### src/hw/cma_pkg.sv
/*
  shared constants and types of the core memory addressing block.
  assumes a single instruction clock and an external instruction decoder.
*/
package cma_pkg;
  // ==========================================================
  // program space
  localparam int PC_W = 15;
  localparam int PM_W = 13;
  localparam logic [14:0] RST_VEC = 15'h0000;
  localparam logic [14:0] IRQ_VEC = 15'h0004;
  localparam logic [12:0] PM_LAST = 13'h1fff;
  // ==========================================================
  // return stack
  localparam int STK_DEPTH = 16;
  localparam logic [4:0] STK_FULL = 5'h10;
  // ==========================================================
  // data space
  localparam int DA_W = 12;
  localparam logic [6:0] CORE_N = 7'h0c;
  localparam logic [6:0] F_IND0 = 7'h00;
  localparam logic [6:0] F_IND1 = 7'h01;
  localparam logic [3:0] F_PCL = 4'h2;
  localparam logic [3:0] F_STATUS = 4'h3;
  localparam logic [3:0] F_P0L = 4'h4;
  localparam logic [3:0] F_P0H = 4'h5;
  localparam logic [3:0] F_P1L = 4'h6;
  localparam logic [3:0] F_P1H = 4'h7;
  localparam logic [3:0] F_BSR = 4'h8;
  localparam logic [3:0] F_WORKING_REGISTER = 4'h9;
  localparam logic [3:0] F_PROGRAM_COUNTER_LATCH_HIGH = 4'ha;
  localparam logic [3:0] F_INTERRUPT_CONTROL_REGISTER = 4'hb;
  localparam logic [6:0] GPR_LO = 7'h20;
  localparam logic [6:0] COMMON_LO = 7'h70;
  localparam logic [11:0] LIN_BYTES = 12'h050;
  localparam logic [11:0] LIN_TOP = 12'ha00;
  localparam logic [3:0] LIN_SEG = 4'h2;
  localparam int PM_SEL_BIT = 15;
  // status flag layout inside the low three bits
  localparam int FL_C = 0;
  localparam int FL_DC = 1;
  localparam int FL_Z = 2;
  localparam logic [7:0] REG_RST = 8'h00;

  typedef enum logic [2:0] {
    PC_NEXT = 3'b000, PC_HOLD = 3'b001, PC_JUMP = 3'b010, PC_CALL = 3'b011,
    PC_RET = 3'b100, PC_IRQ = 3'b101, PC_RETFIE = 3'b110
  } cma_pcop_t;

  typedef enum logic [1:0] {
    ST_IDLE = 2'b00, ST_DRD = 2'b01, ST_PRD1 = 2'b10, ST_PRD2 = 2'b11
  } cma_st_t;

  typedef enum logic [1:0] {
    TGT_NONE = 2'b00, TGT_CORE = 2'b01, TGT_DMEM = 2'b10, TGT_PROG = 2'b11
  } cma_tgt_t;

  typedef struct packed {
    logic rd;
    logic wr;
    logic [6:0] addr;
    logic [7:0] wdata;
  } cma_freq_t;

  typedef struct packed {
    logic sub;
    logic [2:0] mask;
    logic [7:0] a;
    logic [7:0] b;
  } cma_alu_t;

  typedef struct packed {
    logic rd;
    logic wr;
    logic [11:0] addr;
    logic [7:0] wdata;
  } cma_dreq_t;
endpackage : cma_pkg

### src/hw/cma_stack.sv
/*
  sixteen-entry return address stack with overflow and underflow events.
  assumes push and pop never arrive in the same cycle.
*/
`timescale 1ns/1ns
module cma_stack
  import cma_pkg::*;
(
  input wire logic core_clk,
  input wire logic clr,
  input wire logic push,
  input wire logic pop,
  input wire logic [14:0] push_data,
  output logic [14:0] top,
  output logic ovf_evt,
  output logic unf_evt
);
  logic [14:0] mem_q [STK_DEPTH];
  logic [4:0] cnt_q;
  logic [3:0] wr_idx;
  logic [3:0] rd_idx;

  // ==========================================================
  // pointer and events
  assign wr_idx = cnt_q[3:0];
  assign rd_idx = 4'(cnt_q - 5'h01);
  assign ovf_evt = push && cnt_q == STK_FULL;
  assign unf_evt = pop && cnt_q == 5'h00;
  assign top = (cnt_q == 5'h00) ? RST_VEC : mem_q[rd_idx];

  // depth counter, a push on a full stack is dropped
  always_ff @(posedge core_clk) begin
    if (clr) begin
      cnt_q <= 5'h00;
    end else if (push && !ovf_evt) begin
      cnt_q <= cnt_q + 5'h01;
    end else if (pop && !unf_evt) begin
      cnt_q <= cnt_q - 5'h01;
    end
  end

  // entry storage, fifteen bits each
  always_ff @(posedge core_clk) begin
    if (push && !ovf_evt) begin
      mem_q[wr_idx] <= push_data;
    end
  end
endmodule : cma_stack

### src/hw/cma_core.sv
/*
  program counter, return stack, banked and indirect data addressing,
  status flags and interrupt shadow copies of an 8-bit core.
  assumes an external decoder issuing one file access per idle cycle,
  a synchronous data memory answering in the cycle of its request and
  a table port of program memory answering one cycle after its address.
*/
// How it works
// - return addresses in sixteen-entry fifteen-bit stack
// - stack overflow or underflow sets sticky flag
// - stack error triggers soft reset when enabled
// - two sixteen-bit pointers reach all memory
// - program reads through pointers take extra cycle
// - fifteen-bit counter over 32K fourteen-bit words
// - program addresses wrap inside 8192 words
// - reset starts at zero, interrupt at four
// - pointer high bit seven selects program memory
// - pointer program read returns low byte
// - writes to program memory through pointers ignored
// - data memory is 32 banks of 128
// - bank holds core, peripheral, ram, common
// - bank select register chooses direct bank
// - unimplemented data locations read as zero
// - pointers see general ram as linear region
// - flag-updating writes keep ALU flags instead
// - timeout and powerdown flags not instruction writable
// - subtraction carries are inverted borrows
// - interrupt saves and restores core registers except interrupt control
// - subtraction adds two's complement of operand
`timescale 1ns/1ns
module cma_core
  import cma_pkg::*;
(
  input wire logic core_clk,
  input wire logic sys_rst,
  input wire cma_pcop_t pc_op,
  input wire logic [14:0] jump_tgt,
  output logic [12:0] prog_addr,
  input wire cma_freq_t file_req,
  input wire cma_alu_t alu,
  output logic [7:0] alu_result,
  output logic busy,
  output logic [7:0] file_rdata_q,
  output logic file_rvalid_q,
  output cma_dreq_t dmem_req_q,
  input wire logic [7:0] dmem_rdata,
  input wire logic dmem_impl,
  output logic [12:0] tbl_addr_q,
  input wire logic [13:0] tbl_data,
  input wire logic stk_rst_en,
  input wire logic clr_ovf,
  input wire logic clr_unf,
  input wire logic wdt_tmo,
  input wire logic wdt_clear,
  input wire logic sleep_enter,
  output logic stk_ovf_q,
  output logic stk_unf_q,
  output logic soft_rst_q
);
  logic [14:0] pc_q;
  logic [15:0] ptr0_q, ptr1_q;
  logic [4:0] bsr_q;
  logic [7:0] w_q, interrupt_control_register_q;
  logic [6:0] program_counter_latch_high_q;
  logic [2:0] zdc_q;
  logic to_q, pd_q;
  logic [2:0] sh_zdc_q;
  logic [4:0] sh_bsr_q;
  logic [7:0] sh_w_q;
  logic [6:0] sh_program_counter_latch_high_q;
  logic [15:0] sh_p0_q, sh_p1_q;
  cma_st_t state_q;
  cma_tgt_t kind, rsrc_q;
  logic [3:0] coff, roff_q;
  logic [11:0] daddr;
  logic [15:0] ptr;
  logic [11:0] lidx;
  logic [14:0] stk_top;
  logic ovf_evt, unf_evt, rst_all, take_rd, take_wr, wr_core, pcl_wr;
  logic [8:0] sum;
  logic [4:0] nib;
  logic [2:0] alu_f;
  logic [7:0] core_val;

  // ==========================================================
  // address mapping helper
  // common ram folds onto bank zero so every bank sees one copy
  function automatic logic [11:0] cma_map(input logic [4:0] bank, input logic [6:0] off);
    cma_map = (off >= COMMON_LO) ? {5'h00, off} : {bank, off};
  endfunction : cma_map

  assign rst_all = sys_rst | soft_rst_q;
  assign prog_addr = pc_q[12:0] & PM_LAST;

  // ==========================================================
  // alu flags, subtraction adds the two's complement
  always_comb begin
    sum = {1'b0, alu.a} + {1'b0, alu.sub ? ~alu.b : alu.b} + {8'h00, alu.sub};
    nib = {1'b0, alu.a[3:0]} + {1'b0, alu.sub ? ~alu.b[3:0] : alu.b[3:0]}
        + {4'h0, alu.sub};
    alu_f[FL_C] = sum[8];
    alu_f[FL_DC] = nib[4];
    alu_f[FL_Z] = sum[7:0] == 8'h00;
  end
  assign alu_result = sum[7:0];

  // ==========================================================
  // target decode for direct and indirect accesses
  assign ptr = file_req.addr[0] ? ptr1_q : ptr0_q;
  assign lidx = ptr[11:0];
  always_comb begin
    kind = TGT_NONE;
    coff = 4'h0;
    daddr = 12'h000;
    if (file_req.addr > F_IND1) begin
      if (file_req.addr < CORE_N) begin
        kind = TGT_CORE;
        coff = file_req.addr[3:0];
      end else begin
        kind = TGT_DMEM;
        daddr = cma_map(bsr_q, file_req.addr);
      end
    end else if (ptr[PM_SEL_BIT]) begin
      kind = TGT_PROG;
    end else if (ptr[15:12] == 4'h0) begin
      if (ptr[6:0] >= CORE_N) begin
        kind = TGT_DMEM;
        daddr = cma_map(ptr[11:7], ptr[6:0]);
      end else if (ptr[6:0] > F_IND1) begin
        kind = TGT_CORE;
        coff = ptr[3:0];
      end
    end else if (ptr[15:12] == LIN_SEG && lidx < LIN_TOP) begin
      kind = TGT_DMEM;
      daddr = cma_map(5'(lidx / LIN_BYTES), 7'(lidx % LIN_BYTES) + GPR_LO);
    end
  end

  assign busy = state_q != ST_IDLE;
  assign take_rd = file_req.rd && !busy;
  assign take_wr = file_req.wr && !busy && !file_req.rd;
  assign wr_core = take_wr && kind == TGT_CORE;
  assign pcl_wr = wr_core && coff == F_PCL;

  // ==========================================================
  // read sequencer
  always_ff @(posedge core_clk) begin
    if (rst_all) begin
      state_q <= ST_IDLE;
    end else begin
      unique case (state_q)
        ST_IDLE: begin
          if (take_rd) begin
            state_q <= (kind == TGT_PROG) ? ST_PRD1 : ST_DRD;
          end
        end
        ST_DRD: state_q <= ST_IDLE;
        ST_PRD1: state_q <= ST_PRD2;
        ST_PRD2: state_q <= ST_IDLE;
      endcase
    end
  end

  // latched source of a pending read and the table address
  always_ff @(posedge core_clk) begin
    if (rst_all) begin
      rsrc_q <= TGT_NONE;
      roff_q <= 4'h0;
      tbl_addr_q <= 13'h0000;
    end else if (take_rd) begin
      rsrc_q <= kind;
      roff_q <= coff;
      tbl_addr_q <= ptr[12:0] & PM_LAST;
    end
  end

  // data memory request, program targets never reach it
  always_ff @(posedge core_clk) begin
    if (rst_all) begin
      dmem_req_q <= '0;
    end else begin
      dmem_req_q.rd <= take_rd && kind == TGT_DMEM;
      dmem_req_q.wr <= take_wr && kind == TGT_DMEM;
      dmem_req_q.addr <= daddr;
      dmem_req_q.wdata <= file_req.wdata;
    end
  end

  // core register read view
  always_comb begin
    unique case (roff_q)
      F_PCL: core_val = pc_q[7:0];
      F_STATUS: core_val = {3'b000, to_q, pd_q, zdc_q};
      F_P0L: core_val = ptr0_q[7:0];
      F_P0H: core_val = ptr0_q[15:8];
      F_P1L: core_val = ptr1_q[7:0];
      F_P1H: core_val = ptr1_q[15:8];
      F_BSR: core_val = {3'b000, bsr_q};
      F_WORKING_REGISTER: core_val = w_q;
      F_PROGRAM_COUNTER_LATCH_HIGH: core_val = {1'b0, program_counter_latch_high_q};
      F_INTERRUPT_CONTROL_REGISTER: core_val = interrupt_control_register_q;
      default: core_val = 8'h00;
    endcase
  end

  // read data capture and valid pulse
  always_ff @(posedge core_clk) begin
    if (rst_all) begin
      file_rdata_q <= 8'h00;
      file_rvalid_q <= 1'b0;
    end else begin
      file_rvalid_q <= state_q == ST_DRD || state_q == ST_PRD2;
      if (state_q == ST_PRD2) begin
        file_rdata_q <= tbl_data[7:0];
      end else if (state_q == ST_DRD) begin
        if (rsrc_q == TGT_CORE) begin
          file_rdata_q <= core_val;
        end else if (rsrc_q == TGT_DMEM && dmem_impl) begin
          file_rdata_q <= dmem_rdata;
        end else begin
          file_rdata_q <= 8'h00;
        end
      end
    end
  end

  // ==========================================================
  // program counter and stack
  always_ff @(posedge core_clk) begin
    if (rst_all) begin
      pc_q <= RST_VEC;
    end else if (pc_op == PC_IRQ) begin
      pc_q <= IRQ_VEC;
    end else if (pc_op == PC_RET || pc_op == PC_RETFIE) begin
      pc_q <= stk_top;
    end else if (pc_op == PC_JUMP || pc_op == PC_CALL) begin
      pc_q <= jump_tgt;
    end else if (pcl_wr) begin
      pc_q <= {program_counter_latch_high_q, file_req.wdata};
    end else if (pc_op == PC_NEXT && !busy) begin
      pc_q <= pc_q + 15'h0001;
    end
  end

  cma_stack u_stack (
    .core_clk(core_clk),
    .clr(rst_all),
    .push(pc_op == PC_CALL || pc_op == PC_IRQ),
    .pop(pc_op == PC_RET || pc_op == PC_RETFIE),
    .push_data(pc_op == PC_CALL ? pc_q + 15'h0001 : pc_q),
    .top(stk_top),
    .ovf_evt(ovf_evt),
    .unf_evt(unf_evt)
  );

  // sticky stack error flags, a new event beats a clear
  always_ff @(posedge core_clk) begin
    if (sys_rst) begin
      stk_ovf_q <= 1'b0;
      stk_unf_q <= 1'b0;
    end else begin
      stk_ovf_q <= ovf_evt | (stk_ovf_q & ~clr_ovf);
      stk_unf_q <= unf_evt | (stk_unf_q & ~clr_unf);
    end
  end

  // one-cycle soft reset on a stack error
  always_ff @(posedge core_clk) begin
    if (rst_all) begin
      soft_rst_q <= 1'b0;
    end else begin
      soft_rst_q <= stk_rst_en && (ovf_evt || unf_evt);
    end
  end

  // ==========================================================
  // core registers, return from interrupt restores shadows
  always_ff @(posedge core_clk) begin
    if (rst_all) begin
      ptr0_q <= 16'h0000;
      ptr1_q <= 16'h0000;
      bsr_q <= 5'h00;
      w_q <= REG_RST;
      program_counter_latch_high_q <= 7'h00;
      interrupt_control_register_q <= REG_RST;
    end else if (pc_op == PC_RETFIE) begin
      ptr0_q <= sh_p0_q;
      ptr1_q <= sh_p1_q;
      bsr_q <= sh_bsr_q;
      w_q <= sh_w_q;
      program_counter_latch_high_q <= sh_program_counter_latch_high_q;
    end else if (wr_core) begin
      unique case (coff)
        F_P0L: ptr0_q[7:0] <= file_req.wdata;
        F_P0H: ptr0_q[15:8] <= file_req.wdata;
        F_P1L: ptr1_q[7:0] <= file_req.wdata;
        F_P1H: ptr1_q[15:8] <= file_req.wdata;
        F_BSR: bsr_q <= file_req.wdata[4:0];
        F_WORKING_REGISTER: w_q <= file_req.wdata;
        F_PROGRAM_COUNTER_LATCH_HIGH: program_counter_latch_high_q <= file_req.wdata[6:0];
        F_INTERRUPT_CONTROL_REGISTER: interrupt_control_register_q <= file_req.wdata;
        default: ;
      endcase
    end
  end

  // shadow copies taken on interrupt entry
  always_ff @(posedge core_clk) begin
    if (rst_all) begin
      sh_zdc_q <= 3'b000;
      sh_bsr_q <= 5'h00;
      sh_w_q <= REG_RST;
      sh_program_counter_latch_high_q <= 7'h00;
      sh_p0_q <= 16'h0000;
      sh_p1_q <= 16'h0000;
    end else if (pc_op == PC_IRQ) begin
      sh_zdc_q <= zdc_q;
      sh_bsr_q <= bsr_q;
      sh_w_q <= w_q;
      sh_program_counter_latch_high_q <= program_counter_latch_high_q;
      sh_p0_q <= ptr0_q;
      sh_p1_q <= ptr1_q;
    end
  end

  // arithmetic flags, an affecting instruction blocks the write
  always_ff @(posedge core_clk) begin
    if (rst_all) begin
      zdc_q <= 3'b000;
    end else if (pc_op == PC_RETFIE) begin
      zdc_q <= sh_zdc_q;
    end else if (alu.mask != 3'b000) begin
      zdc_q <= (alu.mask & alu_f) | (~alu.mask & zdc_q);
    end else if (wr_core && coff == F_STATUS) begin
      zdc_q <= file_req.wdata[2:0];
    end
  end

  // timeout and powerdown follow only watchdog and sleep events
  always_ff @(posedge core_clk) begin
    if (sys_rst) begin
      to_q <= 1'b1;
      pd_q <= 1'b1;
    end else if (wdt_tmo) begin
      to_q <= 1'b0;
    end else if (wdt_clear) begin
      to_q <= 1'b1;
      pd_q <= 1'b1;
    end else if (sleep_enter) begin
      to_q <= 1'b1;
      pd_q <= 1'b0;
    end
  end
endmodule : cma_core

### config.mk
export PLATFORM = sky130hd
export DESIGN_NAME = cma_core
export DESIGN_NICKNAME = d
export VERILOG_FILES = /design/src/hw/cma_pkg.sv /design/src/hw/cma_stack.sv /design/src/hw/cma_core.sv
export SDC_FILE = /design/constraint.sdc
export NUM_CORES = 1
export LEC_CHECK = 0
export BUFFER_PORTS_ARGS = -buffer_cell sky130_fd_sc_hd__buf_2
export CAP_MARGIN = 10
export CORE_UTILIZATION = 55
export CTS_CLUSTER_SIZE = 25
export DETAILED_ROUTE_END_ITERATION = 6
export PLACE_DENSITY = 0.74
export SLEW_MARGIN = 20
export SYNTH_ARGS = -nofsm -noshare
export SYNTH_HDL_FRONTEND = slang
export SYNTH_HIERARCHICAL = 1
export SYNTH_SLANG_ARGS = --single-unit
### constraint.sdc
create_clock -name core_clk -period 9.1 [get_ports core_clk]
set_input_delay 1.82 -clock core_clk [delete_from_list [all_inputs] [get_ports core_clk]]
set_output_delay 1.82 -clock core_clk [all_outputs]
set_load 0.01 [all_outputs]
* After elaboration in Yosys (flattened, before gate mapping)
Memories as Yosys holds them, arrays and structs flattened.
Cells that the tools add are included.
** Word-level totals
- Register bits :: 195
- Bits in latches :: 0
- Bits in writable memories :: 240
- ROM bits :: 0
- Bits of input ports :: 86
- Output and inout bits :: 69
- Logic and storage cells :: 230
- Memories kept :: 1
** Operators by class
- Add/subtract/negate cells :: 8
- Multiply operators :: 0
- Divide/modulo/power cells :: 2
- Order comparisons :: 8
- Equal/unequal tests :: 36
- Shift operators :: 0
- Muxes and demuxes :: 69
- Bitwise logic cells :: 15
- Reduce and logical (&&, ||, !) cells :: 58
** Memories
- u_stack.mem_q :: words 16, width 15, rd ports 1, clocked after memory_dff 0, write ports 1, line cma_stack.sv:18 : logic [14:0] mem_q [STK_DEPTH];
** Operators with widths (number)
- $mux W12 :: 9
- $mux W8 :: 12
- $mux W15 :: 6
- $mux W16 :: 5
- $pmux W8 S10 :: 1
- $eq A4 B3 Y1 const B :: 8
- $eq A4 B4 Y1 const B :: 8
- $mux W4 :: 7
- $mux W5 :: 5
- $reduce_bool A2 Y1 :: 12
- $ge A7 B7 Y1 const B :: 3
- $mux W7 :: 3
- $eq A4 B2 Y1 const B :: 5
- $logic_and A1 B1 Y1 :: 16
- $mux W2 :: 8
- $reduce_and A2 Y1 :: 8
- $add A15 B1 Y15 const B :: 1
- $gt A7 B1 Y1 const B :: 2
- $div A12 B7 Y12 const B :: 1
- $lt A12 B12 Y1 const B :: 1
- $mod A12 B7 Y12 const B :: 1
- $mux W3 :: 4
- $eq A2 B2 Y1 const B :: 5
- $add A8 B8 Y9 :: 1
- other kinds (35) :: 64

* Longest topological paths before layout
- Depth after elaboration :: 14
- Depth in mapped cells :: 18

* By module
Netlist, hierarchy kept.
** Modules (own cells, without submodules)
- cma_core :: times used 1, cells an instance 1318, area each 10545.1 µm²
- cma_stack :: times used 1, cells an instance 440, area each 9596.7 µm²

* Least setup slack after synthesis
OpenSTA, ideal clock, no wires.
- Kind :: input to output
- From :: input port alu[19] (netlist bit)
- To :: output port alu_result[7]
- Arrival time :: 3647 ps
- Data required time :: 7280 ps
- Path slack :: 3633 ps
- Stages :: 10
- Path buffers :: 1
- Cell sequence :: clkbuf_1 xor2_1 ha_1 inv_1 o21bai_1 a21o_1 a211oi_1 o21bai_1 a21oi_1 xnor2_1
** On the way
- Cells in the longest elaborated chain, start to end :: 3
** RTL lines
- start: declaration :: line cma_core.sv:40 : input wire cma_alu_t alu,
- $mux W8 :: line cma_core.sv:98 : sum = {1'b0, alu.a} + {1'b0, alu.sub ? ~alu.b : alu.b} + {8'h00, alu.sub};
- $add A8 B8 Y9 :: line cma_core.sv:98
- $add A9 B1 Y9 (*) :: line cma_core.sv:98
- end: declaration :: line cma_core.sv:41 : output logic [7:0] alu_result,
Mark *: on every way between the ends. The rest lies on a longest branch, timed or not.

* Worst setup path in the final report
- From :: input port file_req[8] (netlist bit)
- To :: register dmem_req_q[16] (netlist bit)
** On the way
- Cells in the longest elaborated chain, start to end :: 9
** RTL lines
- start: declaration :: line cma_core.sv:39 : input wire cma_freq_t file_req,
- $mux W16 :: line cma_core.sv:109 : assign ptr = file_req.addr[0] ? ptr1_q : ptr0_q;
- $mod A12 B7 Y12 :: line cma_core.sv:135 : daddr = cma_map(5'(lidx / LIN_BYTES), 7'(lidx % LIN_BYTES) + GPR_LO);
- $add A7 B6 Y7 :: line cma_core.sv:135
- $ge A7 B7 Y1 :: line cma_core.sv:89 : cma_map = (off >= COMMON_LO) ? {5'h00, off} : {bank, off};
- $mux W12 :: line cma_core.sv:89
- $mux W12 :: line cma_core.sv:133 : end else if (ptr[15:12] == LIN_SEG && lidx < LIN_TOP) begin
- $mux W12 :: line cma_core.sv:125 : end else if (ptr[15:12] == 4'h0) begin
- $mux W12 :: line cma_core.sv:123 : end else if (ptr[PM_SEL_BIT]) begin
- $mux W12 (*) :: line cma_core.sv:115 : if (file_req.addr > F_IND1) begin
- end: declaration :: line cma_core.sv:45 : output cma_dreq_t dmem_req_q,
Marks and branches as above.
A chain may end at the register's enable or synchronous reset.

==> metrics.md <==
| Metric | Value |
|---|---|
| Post-route insts no fill | `2235` |
| Vias | `14.29k` |
| CP delay by family, top | `simple AND/OR/NAND/NOR gates` |
| Setup crit start kind | `input port` |
| Req. time, crit path | `9.52 ns` |
| Placed cell count | `2160` |
| Post-Synthesis Net Count | `1796` |
| Layout cells sized above 1 | `19.92%` |
| CTS Hold Bufs | `0` |
| Reg2Reg Depth | `15` |
| Reg2reg start | `ptr1_q[9]` |
| Final min period | `5.799 ns` |
| GRT Util Overall | `29.20%` |
| CP endpoint | `dmem_req_q[16]` |
| CP Cell Sequence | `buf_2 -> mux2i_1 -> nor3_1 -> or4_1 -> and3_1 -> nor3_1 -> a21oi_1 -> nor2_1 -> a31oi_1 -> o21ai_0 -> ha_1 -> or2_2 -> a2111oi_0 -> a2111o_1 -> o31a_1 -> o21ai_0` |
| Cell Pwr Density | `220.6 nW/um^2` |
| DR iter-0 viols | `1649` |
| Hold Violations, Final | `0` |
| Reg2Reg Capture Point | `dmem_req_q[16]` |
| Ports | `155` |
| Setup repair after global routing missed its margin | `no` |
| HPWL after DPL | `33070 um` |
| Vias per std cell | `6.396` |
| Crit path kind | `input port to register` |
| Drt wl/cell | `23.21 um` |
| DRC Markers | `2` |
| Min-Delay Path Class | `register to register` |
| Max-cap violations | `0` |
| Synth warn | `6` |
| F_max | `0.1724 GHz` |
| Post-Route WL | `51860 um` |
| Fin util | `62.93%` |
| CTS root buf | `clkbuf_16` |
| CP max stage delay | `0.76 ns` |
| Storage element area | `10110 um^2` |
| Post-CTS Setup Inserts | `0` |
| Post-CTS Resized | `0` |
| Endpoints failing setup | `0` |
| CP arrival | `6.22 ns` |
| CTS Buf Count | `42` |
| Worst-path cell with the longest stage delay | `mux2i_1` |
| Clk slew on worst S/H paths | `0.06 ns` |
| GP Congestion | `0.9154` |
| Layout overhead on the synthesized area | `12.31%` |
| Syn_area_per_cell | `11.11 um^2` |
| Row cnt | `67` |
| Mapped Cells | `1692` |
| Buf/Inv on CP | `1` |
| Area of the core | `33530 um^2` |
| Die Wd | `186.8 um` |
| Die Area | `34910 um^2` |
| Global route overflow | `0` |
| CP Depth | `16` |
| Hold WS | `0.4421 ns` |
| Setup TNS | `0 ns` |
| R2R setup slack | `4.87 ns` |
| Clock latency on the worst-skew pair | `0.57 ns` |
| Area of the multi-input gates | `8105 um^2` |
| Die H | `186.8 um` |
| Max clock buf depth | `3` |
| Worst Slack Setup Final | `3.301 ns` |
| Initial Util | `56.04%` |
| Failing checks | `design-rule violations` |
| Initial antenna violation count | `2` |
| NumNets Final | `1862` |
| # clock sinks | `401` |
| Slew HR | `23.83%` |
| Synth Cell Area | `18790 um^2` |
| Slew Viols, Final | `0` |
| Maximum VDD drop | `0.1663 mV` |
| CP Launch Point | `file_req[8]` |
| DR pass1 iterations | `7` |
| Port buffer count | `146` |
| Antenna diode count | `0` |
| Number of fill cells | `2611` |
| Critical Path Sink Type | `register` |
| Period utilization | `63.73%` |
| Skew final | `0.04431 ns` |
| LEAKAGE | `7.813 nW` |
| Vias in the first global route | `13.46k` |
| Place WS | `2.518 ns` |
| CTS tree | `yes` |
| H-tree depth | `2` |
| Slew @ Worst Pin | `1.141 ns` |
| Largest net degree at the start of global routing | `107` |
| First-pass GRT wire length | `78900 um` |
| DRT antenna net count | `0` |
| Status | `finished with violations` |
| Critical path peak fanout | `38` |
metal layers:
metal,up-vias,routed length (um),global-route usage (%)
met4,2,1533,8.733
met2,859,22630,43.27
li1,6455,-,-
met3,117,6150,6.867
met5,-,13,0
met1,6861,21530,42.69
worst register-to-register path: cells and delay by family (launching register included):
| family | cells | cell delay [ns] |
|---|---|---|
| muxes | 1 | 0.28 |
| AOI/OAI and AO/OA | 9 | 2.07 |
| and+or+nand+nor | 4 | 0.93 |
| adders and majority gates | 1 | 0.34 |
| DFF | 1 | 0.52 |
cell usage in the layout, fill, tap and decap left out, drive strengths merged, types with 6 or more instances in the layout:
cell type / count
a222oi: 10
nor4: 9
o211ai: 12
ha: 17
xnor2: 19
clkbuf: 59
dfxtp: 193
a31oi: 23
nor3: 21
nor2: 119
xor2: 20
mux2: 18
edfxtp: 208
a21o: 8
a21oi: 157
a22o: 8
nand4: 9
and2: 16
and3: 10
a22oi: 23
inv: 26
mux2i: 111
mux4: 53
nand3: 22
o221ai: 12
o21ai: 94
buf: 160
nor2b: 9
o22ai: 18
a211oi: 28
nand2: 196
clkinv: 13
a211o: 6
a221oi: 7
registers in the layout (all words and copies together), names as in the netlist, 8 cells and up, named ones only:
name and count:
file_rdata_q 8, w_q 8, ptr0_q 16, tbl_addr_q 13, sh_p0_q 16, interrupt_control_register_q 8, u_stack/mem_q 208, sh_p1_q 16
sh_w_q 8, dmem_req_q 22, pc_q 13, ptr1_q 16
area by class of cell:
cell class,instances,share of cell area [%]
sequential,401,47.92
clock buffer,58,5.585
timing repair buffer,161,4.079
inverter,26,0.4684
clock inverter,15,0.8775
multi-input combinational,1126,38.41
tap,448,2.656
worst min path at each step:
stage                                             from  cells after the start                                 end  slack (ns)
floorplan                                  sh_bsr_q[0]                      2                         sh_bsr_q[0]        0.43
global placement    sh_program_counter_latch_high_q[3]                      2  sh_program_counter_latch_high_q[3]        0.44
detailed placement                          sh_p1_q[2]                      2                          sh_p1_q[2]        0.44
CTS                    program_counter_latch_high_q[5]                      2  sh_program_counter_latch_high_q[5]        0.44
global route                                 sh_w_q[0]                      2                           sh_w_q[0]        0.46
finish                 program_counter_latch_high_q[5]                      2  sh_program_counter_latch_high_q[5]        0.44
where the power goes:
group / total, W / switching, W / internal (W)
combinational: 0.000914 / 0.000546 / 0.000368
sequential: 0.00206 / 0.0000687 / 0.00199
clock: 0.00169 / 0.000716 / 0.000970
total: 0.00466 / 0.00133 / 0.00333
through the flow:
step	area (um^2)	total power, W
after floorplan	18790	0.002728
after global placement	19620	0.002953
after detailed placement	19620	0.002974
after CTS	20980	0.004642
after global routing	21100	0.004812
final	21100	0.004656
Power figures use the tool's default switching activity.
